File: config.mk
export PLATFORM = sky130hd
export DESIGN_NAME = spd_decoder
export DESIGN_NICKNAME = d
export VERILOG_FILES = /design/src/spd_decoder.v
export VERILOG_INCLUDE_DIRS = /design/src /design/src/src
export SDC_FILE = /design/constraint.sdc
export NUM_CORES = 1
export LEC_CHECK = 0
export ABC_AREA = 1
export ABC_CLOCK_PERIOD_IN_PS = 3630
export BUFFER_PORTS_ARGS = -buffer_cell sky130_fd_sc_hd__clkbuf_2
export CAP_MARGIN = 20
export CORE_MARGIN = 8
export CORE_UTILIZATION = 45
export CTS_BUF_LIST = sky130_fd_sc_hd__clkbuf_8 sky130_fd_sc_hd__clkbuf_16
export CTS_CLUSTER_DIAMETER = 120
export DETAILED_ROUTE_END_ITERATION = 8
export PLACE_DENSITY = 0.63
export SLEW_MARGIN = 40
export SYNTH_ARGS = -nofsm -noshare
export SYNTH_HDL_FRONTEND = slang
export SYNTH_SLANG_ARGS = --single-unit
File: constraint.sdc
create_clock -name clk_sys_in -period 3.63 [get_ports clk_sys_in]
set_input_delay 0.363 -clock clk_sys_in [delete_from_list [all_inputs] [get_ports clk_sys_in]]
set_output_delay 0.363 -clock clk_sys_in [all_outputs]
set_load 0.005 [all_outputs]
File: src/spd_defines.vh
// Constants for the pass-through parameter block decoder
`ifndef SPD_DEFINES_VH
`define SPD_DEFINES_VH
`define SPD_OFS_IDENT 5'h00
`define SPD_OFS_OPTS 5'h04
`define SPD_OFS_ADDR 5'h08
`define SPD_OFS_COUNT 5'h0c
`define SPD_OFS_CDB 5'h10
`define SPD_BLOCK_WORDS 7
`define SPD_F2_MSGONLY 0
`define SPD_F2_SUPPRESS 1
`define SPD_F2_QLO 2
`define SPD_F2_QHI 3
`define SPD_F1_OVERRIDE 0
`define SPD_F1_PAYLOAD 1
`define SPD_F1_TOTARGET 2
`define SPD_Q_SIMPLE 2'h0
`define SPD_Q_ORDERED 2'h1
`define SPD_Q_HEAD 2'h2
`define SPD_Q_RESERVED 2'h3
`define SPD_MSG_SIMPLE 8'h20
`define SPD_MSG_HEAD 8'h21
`define SPD_MSG_ORDERED 8'h22
`define SPD_MSG_ABORT 8'h06
`define SPD_MSG_BDR 8'h0c
`define SPD_MSG_CLRQ 8'h0e
`define SPD_ERR_NONE 8'h00
`define SPD_ERR_INVALID 8'h01
`define SPD_ERR_PHASE 8'h24
`define SPD_ERR_OVERRUN 8'h25
`define SPD_PH_DOUT 3'h0
`define SPD_PH_DIN 3'h1
`define SPD_PH_CMD 3'h2
`define SPD_PH_STAT 3'h3
`define SPD_PH_MOUT 3'h6
`define SPD_PH_MIN 3'h7
`endif

File: src/spd_decoder.v
// Pass-through parameter block decoder and initiator sequencer
`timescale 1ns/1ps
`include "spd_defines.vh"
module spd_decoder #(
  parameter ADDR_W = 32,
  parameter COUNT_W = 32
) (
  // Clock and reset
  input wire clk_sys_in,
  input wire rstn_in,
  // Parameter block words from the host side
  input wire blk_wr_in,
  input wire [4:0] blk_ofs_in,
  input wire [31:0] blk_data_in,
  input wire blk_go_in,
  // Board options
  input wire global_release_permit_in,
  input wire unit_tagging_enabled_in,
  // Target side
  input wire [2:0] tgt_phase_in,
  input wire tgt_req_in,
  input wire tgt_done_in,
  // Command issue
  output wire busy_out,
  output reg sel_valid_out,
  output reg [7:0] sel_target_out,
  output reg [2:0] sel_unit_out,
  output reg allow_disconnect_out,
  output reg tag_valid_out,
  output reg [7:0] tag_msg_out,
  output reg msg_valid_out,
  output reg [7:0] msg_code_out,
  output reg cdb_valid_out,
  output reg [7:0] cdb_byte_out,
  // Data phase
  output reg payload_present_out,
  output reg to_target_out,
  output reg [ADDR_W-1:0] xfer_addr_out,
  output reg xfer_ack_out,
  // Completion
  output reg done_out,
  output reg [7:0] error_code_out,
  output reg [31:0] ident_out
);

  localparam ST_IDLE = 3'h0;
  localparam ST_SEL = 3'h1;
  localparam ST_MSG = 3'h2;
  localparam ST_CDB = 3'h3;
  localparam ST_DATA = 3'h4;
  localparam ST_END = 3'h5;

  reg [31:0] blk [0:`SPD_BLOCK_WORDS-1];
  reg [2:0] state;
  reg [3:0] cdb_idx;
  reg [COUNT_W-1:0] moved;

  // Target pins are not timed to clk_sys_in: three stages each, and a change
  // is taken only once stages two and three agree, so a glitch shorter than
  // one clock never reaches the sequencer. Costs four cycles of latency.
  reg [2:0] ph_s1;
  reg [2:0] ph_s2;
  reg [2:0] ph_s3;
  reg [2:0] ph_f;
  reg req_s1;
  reg req_s2;
  reg req_s3;
  reg req_f;
  reg req_prev;
  reg tdone_s1;
  reg tdone_s2;
  reg tdone_s3;
  reg tdone_f;
  wire req_rise;

  // Default data-phase table for opcodes 60H and up: {present, to_target}
  function [1:0] spd_default;
    input [7:0] op;
    begin
      case (op)
        8'haa, 8'hae, 8'hb0, 8'hb1, 8'hb2, 8'hb3, 8'hb6: spd_default = 2'h3;
        8'ha4, 8'ha8, 8'hb5, 8'hb7, 8'hb8, 8'hc2, 8'hc3, 8'he4: spd_default = 2'h2;
        default: spd_default = 2'h0;
      endcase
    end
  endfunction

  // Descriptor length from the opcode group
  function [3:0] spd_cdb_len;
    input [7:0] op;
    begin
      case (op[7:5])
        3'h0: spd_cdb_len = 4'h6;
        3'h1, 3'h2: spd_cdb_len = 4'ha;
        default: spd_cdb_len = 4'hc;
      endcase
    end
  endfunction

  wire [7:0] f2 = blk[1][7:0];
  wire [7:0] f1 = blk[1][15:8];
  wire [7:0] tgt_id = blk[1][31:24];
  wire msg_only = f2[`SPD_F2_MSGONLY];
  wire [7:0] opcode = blk[4][7:0];
  wire [1:0] qkind = f2[`SPD_F2_QHI:`SPD_F2_QLO];
  wire [1:0] dflt = spd_default(opcode);
  wire [COUNT_W-1:0] count = blk[3][COUNT_W-1:0];
  wire [3:0] cdb_len = spd_cdb_len(opcode);
  wire msg_legal = (blk[4][7:0] == `SPD_MSG_ABORT) ||
                   (blk[4][7:0] == `SPD_MSG_BDR) ||
                   (blk[4][7:0] == `SPD_MSG_CLRQ);
  wire next_present = f1[`SPD_F1_OVERRIDE] ? f1[`SPD_F1_PAYLOAD] : dflt[1];
  wire next_to_tgt = f1[`SPD_F1_OVERRIDE] ? f1[`SPD_F1_TOTARGET] : dflt[0];
  wire data_phase = (ph_f == `SPD_PH_DOUT) || (ph_f == `SPD_PH_DIN);
  wire dir_ok = (ph_f == `SPD_PH_DOUT) == to_target_out;

  assign busy_out = (state != ST_IDLE);

  // One request per rising edge, so a held request is never counted twice
  assign req_rise = req_f & ~req_prev;

  always @(posedge clk_sys_in) begin
    if (!rstn_in) begin
      ph_s1 <= `SPD_PH_STAT;
      ph_s2 <= `SPD_PH_STAT;
      ph_s3 <= `SPD_PH_STAT;
      ph_f <= `SPD_PH_STAT;
    end else begin
      ph_s1 <= tgt_phase_in;
      ph_s2 <= ph_s1;
      ph_s3 <= ph_s2;
      if (ph_s2 == ph_s3)
        ph_f <= ph_s3;
    end
  end

  // Reset to the idle level so no false edge follows reset
  always @(posedge clk_sys_in) begin
    if (!rstn_in) begin
      req_s1 <= 1'b0;
      req_s2 <= 1'b0;
      req_s3 <= 1'b0;
      req_f <= 1'b0;
      req_prev <= 1'b0;
    end else begin
      req_s1 <= tgt_req_in;
      req_s2 <= req_s1;
      req_s3 <= req_s2;
      if (req_s2 == req_s3)
        req_f <= req_s3;
      req_prev <= req_f;
    end
  end

  always @(posedge clk_sys_in) begin
    if (!rstn_in) begin
      tdone_s1 <= 1'b0;
      tdone_s2 <= 1'b0;
      tdone_s3 <= 1'b0;
      tdone_f <= 1'b0;
    end else begin
      tdone_s1 <= tgt_done_in;
      tdone_s2 <= tdone_s1;
      tdone_s3 <= tdone_s2;
      if (tdone_s2 == tdone_s3)
        tdone_f <= tdone_s3;
    end
  end

  // Block words captured only while idle; a running command is never disturbed
  always @(posedge clk_sys_in) begin
    if (blk_wr_in && state == ST_IDLE && blk_ofs_in[4:2] < `SPD_BLOCK_WORDS)
      blk[blk_ofs_in[4:2]] <= blk_data_in;
  end

  always @(posedge clk_sys_in) begin
    if (!rstn_in) begin
      state <= ST_IDLE;
      cdb_idx <= 4'h0;
      moved <= {COUNT_W{1'b0}};
      sel_valid_out <= 1'b0;
      sel_target_out <= 8'h00;
      sel_unit_out <= 3'h0;
      allow_disconnect_out <= 1'b0;
      tag_valid_out <= 1'b0;
      tag_msg_out <= 8'h00;
      msg_valid_out <= 1'b0;
      msg_code_out <= 8'h00;
      cdb_valid_out <= 1'b0;
      cdb_byte_out <= 8'h00;
      payload_present_out <= 1'b0;
      to_target_out <= 1'b0;
      xfer_addr_out <= {ADDR_W{1'b0}};
      xfer_ack_out <= 1'b0;
      done_out <= 1'b0;
      error_code_out <= `SPD_ERR_NONE;
      ident_out <= 32'h0000_0000;
    end else begin
      sel_valid_out <= 1'b0;
      tag_valid_out <= 1'b0;
      msg_valid_out <= 1'b0;
      cdb_valid_out <= 1'b0;
      xfer_ack_out <= 1'b0;
      done_out <= 1'b0;
      case (state)
        ST_IDLE: begin
          if (blk_go_in) begin
            ident_out <= blk[0];
            sel_target_out <= tgt_id;
            moved <= {COUNT_W{1'b0}};
            cdb_idx <= 4'h0;
            error_code_out <= `SPD_ERR_NONE;
            if (msg_only) begin
              // Only identifier, target, code and unit are looked at
              sel_unit_out <= blk[4][15:13];
              msg_code_out <= blk[4][7:0];
              allow_disconnect_out <= 1'b0;
              payload_present_out <= 1'b0;
              to_target_out <= 1'b0;
              if (msg_legal) begin
                sel_valid_out <= 1'b1;
                state <= ST_MSG;
              end else begin
                error_code_out <= `SPD_ERR_INVALID;
                state <= ST_END;
              end
            end else begin
              sel_unit_out <= blk[4][15:13];
              allow_disconnect_out <= global_release_permit_in &
                                      ~f2[`SPD_F2_SUPPRESS];
              payload_present_out <= next_present;
              to_target_out <= next_to_tgt;
              // Address only matters with a data phase
              if (next_present)
                xfer_addr_out <= blk[2][ADDR_W-1:0];
              sel_valid_out <= 1'b1;
              state <= ST_SEL;
            end
          end
        end
        ST_SEL: begin
          // Tag message precedes the descriptor when unit tagging is on and the queue kind is not reserved
          if (unit_tagging_enabled_in && qkind != `SPD_Q_RESERVED) begin
            tag_valid_out <= 1'b1;
            case (qkind)
              `SPD_Q_SIMPLE: tag_msg_out <= `SPD_MSG_SIMPLE;
              `SPD_Q_ORDERED: tag_msg_out <= `SPD_MSG_ORDERED;
              default: tag_msg_out <= `SPD_MSG_HEAD;
            endcase
          end
          state <= ST_CDB;
        end
        ST_MSG: begin
          msg_valid_out <= 1'b1;
          state <= ST_END;
        end
        ST_CDB: begin
          cdb_valid_out <= 1'b1;
          cdb_byte_out <= blk[4 + cdb_idx[3:2]][8*cdb_idx[1:0] +: 8];
          if (cdb_idx == cdb_len - 4'h1)
            state <= ST_DATA;
          cdb_idx <= cdb_idx + 4'h1;
        end
        ST_DATA: begin
          if (tdone_f) begin
            state <= ST_END;
          end else if (req_rise && data_phase) begin
            if (!payload_present_out || !dir_ok) begin
              error_code_out <= `SPD_ERR_PHASE;
              state <= ST_END;
            end else if (count != {COUNT_W{1'b0}} && moved == count) begin
              error_code_out <= `SPD_ERR_OVERRUN;
              state <= ST_END;
            end else begin
              // Zero count never reaches the cap test above
              xfer_ack_out <= 1'b1;
              xfer_addr_out <= xfer_addr_out + {{(ADDR_W-1){1'b0}}, 1'b1};
              moved <= moved + {{(COUNT_W-1){1'b0}}, 1'b1};
            end
          end
        end
        ST_END: begin
          done_out <= 1'b1;
          state <= ST_IDLE;
        end
        default: state <= ST_IDLE;
      endcase
    end
  end

endmodule

==> impl_metrics.json <==
{
  "status": "finished clean",
  "synth-adder-area-share_pct": 0.2131,
  "intPower_w": 0.008807,
  "core_area_mm2": 0.03865,
  "cts_max_path_buffers": 3,
  "yosys_register_bits": 404,
  "p_switching_w": 0.004132,
  "slowest_delay_ns": 0.59,
  "r2r-end": "xfer_addr_out[0]",
  "finClkSkew_ns": 0.009819,
  "io_pins": 165,
  "synth_cells": 1970,
  "die_y_um": 213.9,
  "root_buffer": "clkbuf_16",
  "cp_common_cell": "nand2_1",
  "synthFlopType": "edfxtp_1",
  "fillers": 3574,
  "grt_util_all_layers_pct": 22.07,
  "gr-usage-met3_pct": 4.239,
  "start_util_pct": 45.59,
  "netlist_area_mm2": 0.01762,
  "portBuffers": 152,
  "busiest_layer": "met2",
  "fin_nets": 2197,
  "path_cells": "inv_1, nand2_1, nor2_1, nand3_1, nand3_1, nor2_1, nand2_1, nand2_1, nand2_4, nand4_4, nand2_1, nand2_1, nor2_1",
  "tns_ns": 0,
  "worst_pin_slew_ns": 0.8265,
  "drt-total-wl_um": 51130,
  "place.gp.congestion": 0.9420,
  "dp_slack_ns": 1.145,
  "yosys.area.top_type_share_pct": 40.74,
  "tritoncts.num_buffers": 44,
  "cp.arrival_ns": 3.03,
  "cp_slowest_cell": "nand4_4",
  "cts_setup_buffers": 0,
  "critPathKind": "reg2reg",
  "synth_area_leaders": "edfxtp_1 41%, dfxtp_1 19%, nand2_1 11%",
  "postRouteAntennaNets": 0,
  "htreeDepth": 2,
  "cp_max_fo": 46,
  "p_sw_share_pct": 31.93,
  "grt_pass1_wl_um": 76690,
  "grt_max_degree": 72,
  "avgViaCountPerCell": 5.192,
  "synthMuxAreaShare_pct": 0.2841,
  "drc": 0,
  "hold_violations": 0,
  "cp-endpoint": "xfer_addr_out[0]",
  "path_delay_family": "simple AND/OR/NAND/NOR gates",
  "hold_path_class": "in2reg",
  "synth_top_family_by_area": "simple AND/OR/NAND/NOR gates",
  "p_seq_share_pct": 44.9,
  "worst-r2r-cell-count": 13,
  "final_layout_size_suffix_gt1_share_pct": 13.11,
  "maxSlewHeadroom_pct": 44.82,
  "leakage_nw": 8.443,
  "pwr-share-clk_pct": 34.8,
  "grt_overflow": 0,
  "synth-edff-count": 239,
  "dp_hpwl_um": 35060,
  "comb_power_share_pct": 20.3,
  "synth_xor_area_share_pct": 2.038,
  "path_buf_inv": 1,
  "yosysWarningCount": 0,
  "required_ns": 4.14,
  "antenna_found_initial": 4,
  "rrSetupSlack_ns": 1.11,
  "drv_slew": 0,
  "cp-start-kind": "flip-flop",
  "grt_pass1_vias": 13210,
  "first_pass_iters": 5,
  "yosysSeqAreaShare_pct": 59.48,
  "setup_viol": 0,
  "die_x_um": 213.9,
  "clock-sinks": 404,
  "multi_input_area_mm2": 0.006208,
  "clk_latency_ns": 0.58,
  "vdd_drop_max_mv": 0.3930,
  "rsz0062_at_grt": "false",
  "timing.fmax_mhz": 396.2,
  "endpoint_kind": "flip-flop",
  "seq_area_mm2": 0.01048,
  "first_iter_violations": 1108,
  "min_period_over_period_pct": 69.53,
  "synth_compound_area_share_pct": 8.167,
  "rr_startpoint": "blk[4][3]",
  "yosys.area_share.simple_pct": 23.56,
  "use_met2_pct": 34.17,
  "num_vias": 14030,
  "fp-row-count": 72,
  "clkTransAtPathRegs_ns": 0.06,
  "startpoint": "blk[4][3]",
  "cts_tree": "yes",
  "area_growth_pct": 16.16,
  "avgSynthCellArea_um2": 8.943,
  "cap_violations": 0,
  "wl_per_cell_um": 18.92,
  "ys_types": 54,
  "use_met1_pct": 30.21,
  "pwr_density_cell_mw_per_mm2": 632.2,
  "cts_resized": 0,
  "setup_slack_ns": 1.106,
  "yosys.area.top_type": "edfxtp_1",
  "min_period_ns": 2.524,
  "synthArstFlopShare_pct": 0,
  "crit_cells": 13,
  "die-area_mm2": 0.04574
}
[power by group through the flow]
stage               registers, W  logic (W)  clock network [W]
finish                   0.00581    0.00263            0.00450
global route             0.00587    0.00294            0.00474
CTS                      0.00580    0.00264            0.00457
detailed placement       0.00590    0.00262                  0
global placement         0.00588    0.00258                  0
floorplan                0.00577    0.00175                  0
[placed cells by master (no fill, tap or decap), types with 5 or more instances in the layout]
cell / n
nor2_2: 9
nor2_1: 267
o21ai_1: 5
nand4_1: 14
inv_2: 10
a21oi_1: 68
buf_4: 19
clkinv_1: 6
o31ai_1: 7
nand2_1: 522
nor3_1: 37
clkinv_2: 8
conb_1: 42
edfxtp_1: 239
clkbuf_16: 45
nor4_1: 7
nand3_2: 5
o211ai_1: 13
a31oi_1: 10
inv_1: 180
clkbuf_2: 151
or2_2: 7
o21ai_0: 117
dlygate4sd3_1: 5
nand3_1: 103
o221ai_1: 6
dfxtp_1: 165
xnor2_1: 9
o22ai_1: 18
xor2_1: 32
mux2i_1: 5
[cell type report]
| type | instances | area share (%) |
|---|---|---|
| Timing Repair Buffer | 176 | 4.732 |
| Clock inverter | 33 | 1.406 |
| Inverter | 181 | 3.338 |
| Tap cell | 518 | 3.167 |
| Antenna cell | 3 | 0.03668 |
| Sequential cell | 404 | 51.21 |
| Multi-Input combinational cell | 1339 | 30.34 |
| Clock buffer | 49 | 5.772 |
[Yosys cell counts (2+ instances only)]
master    count
and3_1        2
nand2_1     522
xor2_1       32
o21ai_0     117
clkbuf_1     52
nor3_2        3
o21ai_1       5
inv_2         8
nand3_1     103
nor2_1      273
a21oi_1      68
o22ai_1      18
mux2i_1       5
or2_2         7
o31ai_1       7
inv_1       168
clkinv_1      3
o211ai_1     13
nor4_1        7
ha_1          3
buf_1         5
nor2_2        3
nand2_4       3
a31oi_1      10
edfxtp_1    239
nand2_2       2
buf_2        10
nand3_2       5
a22oi_1       2
a21boi_0      2
o221ai_1      6
nor2_4        4
a32o_1        2
nor3_1       37
xnor2_1       9
nand4_1      14
buf_4        18
nand3b_1      2
o21a_1        2
dfxtp_1     165
[routing by layer]
metal,routed length (µm),share of wire [%],vias up
met5,0,0,-
met1,22300,44,6577
li1,-,-,6821
met4,1816,3.6,0
met3,4163,8.1,89
met2,22860,45,547
[sequential cells by signal, summed over array words and instances, names as in the netlist, 4 cells and up]
register / count
blk: 239
ident_out: 32
moved: 32
xfer_addr_out: 32
cdb_byte_out: 8
msg_code_out: 8
sel_target_out: 8
cdb_idx: 4
[worst min path at each step]
stage / start / to / slack [ns] / cells after the start
floorplan: ph_s1[2] / ph_s2[2] / 0.39 / 2
global placement: ph_s1[2] / ph_s2[2] / 0.40 / 2
detailed placement: req_s1 / req_s2 / 0.40 / 2
CTS: global_release_permit_in / allow_disconnect_out / 0.01 / 2
global route: global_release_permit_in / allow_disconnect_out / 0.03 / 2
finish: global_release_permit_in / allow_disconnect_out / 0.03 / 2
[per-stage QoR]
stage | utilization, % | power [W] | hold WS (ns) | cell area [µm²] | cells
floorplan | - | 0.007521 | 0.3905 | 17770 | 2011
CTS | 52.93 | 0.01302 | 0.01273 | 20460 | 2700
global placement | 49.00 | 0.008466 | 0.4023 | 18940 | 2613
finish | 52.95 | 0.01294 | 0.02965 | 20460 | 2703
detailed placement | 49.00 | 0.008518 | 0.4022 | 18940 | 2613
global route | 52.93 | 0.01355 | 0.03054 | 20460 | 2700
[what timing repair did]
| item | in CTS | in global routing |
|---|---|---|
| endpoints found under the setup margin | 0 | 0 |
| hold buffers | 5 | 0 |
| endpoints found under the hold margin | 5 | 0 |
[kinds of logic (layout without fill, tap and decap cells)]
logic type | Yosys count | count (layout)
AND/OR/NAND/NOR | 992 | 992
flip-flops | 404 | 404
buffers and inverters | 268 | 439
AO/OA/AOI/OAI | 256 | 256
XOR/XNOR | 41 | 41
multiplexers | 5 | 5
adder cells (fa/ha/maj) | 3 | 3
other | 1 | 45
No activity file was read; power rests on OpenSTA's default activity.
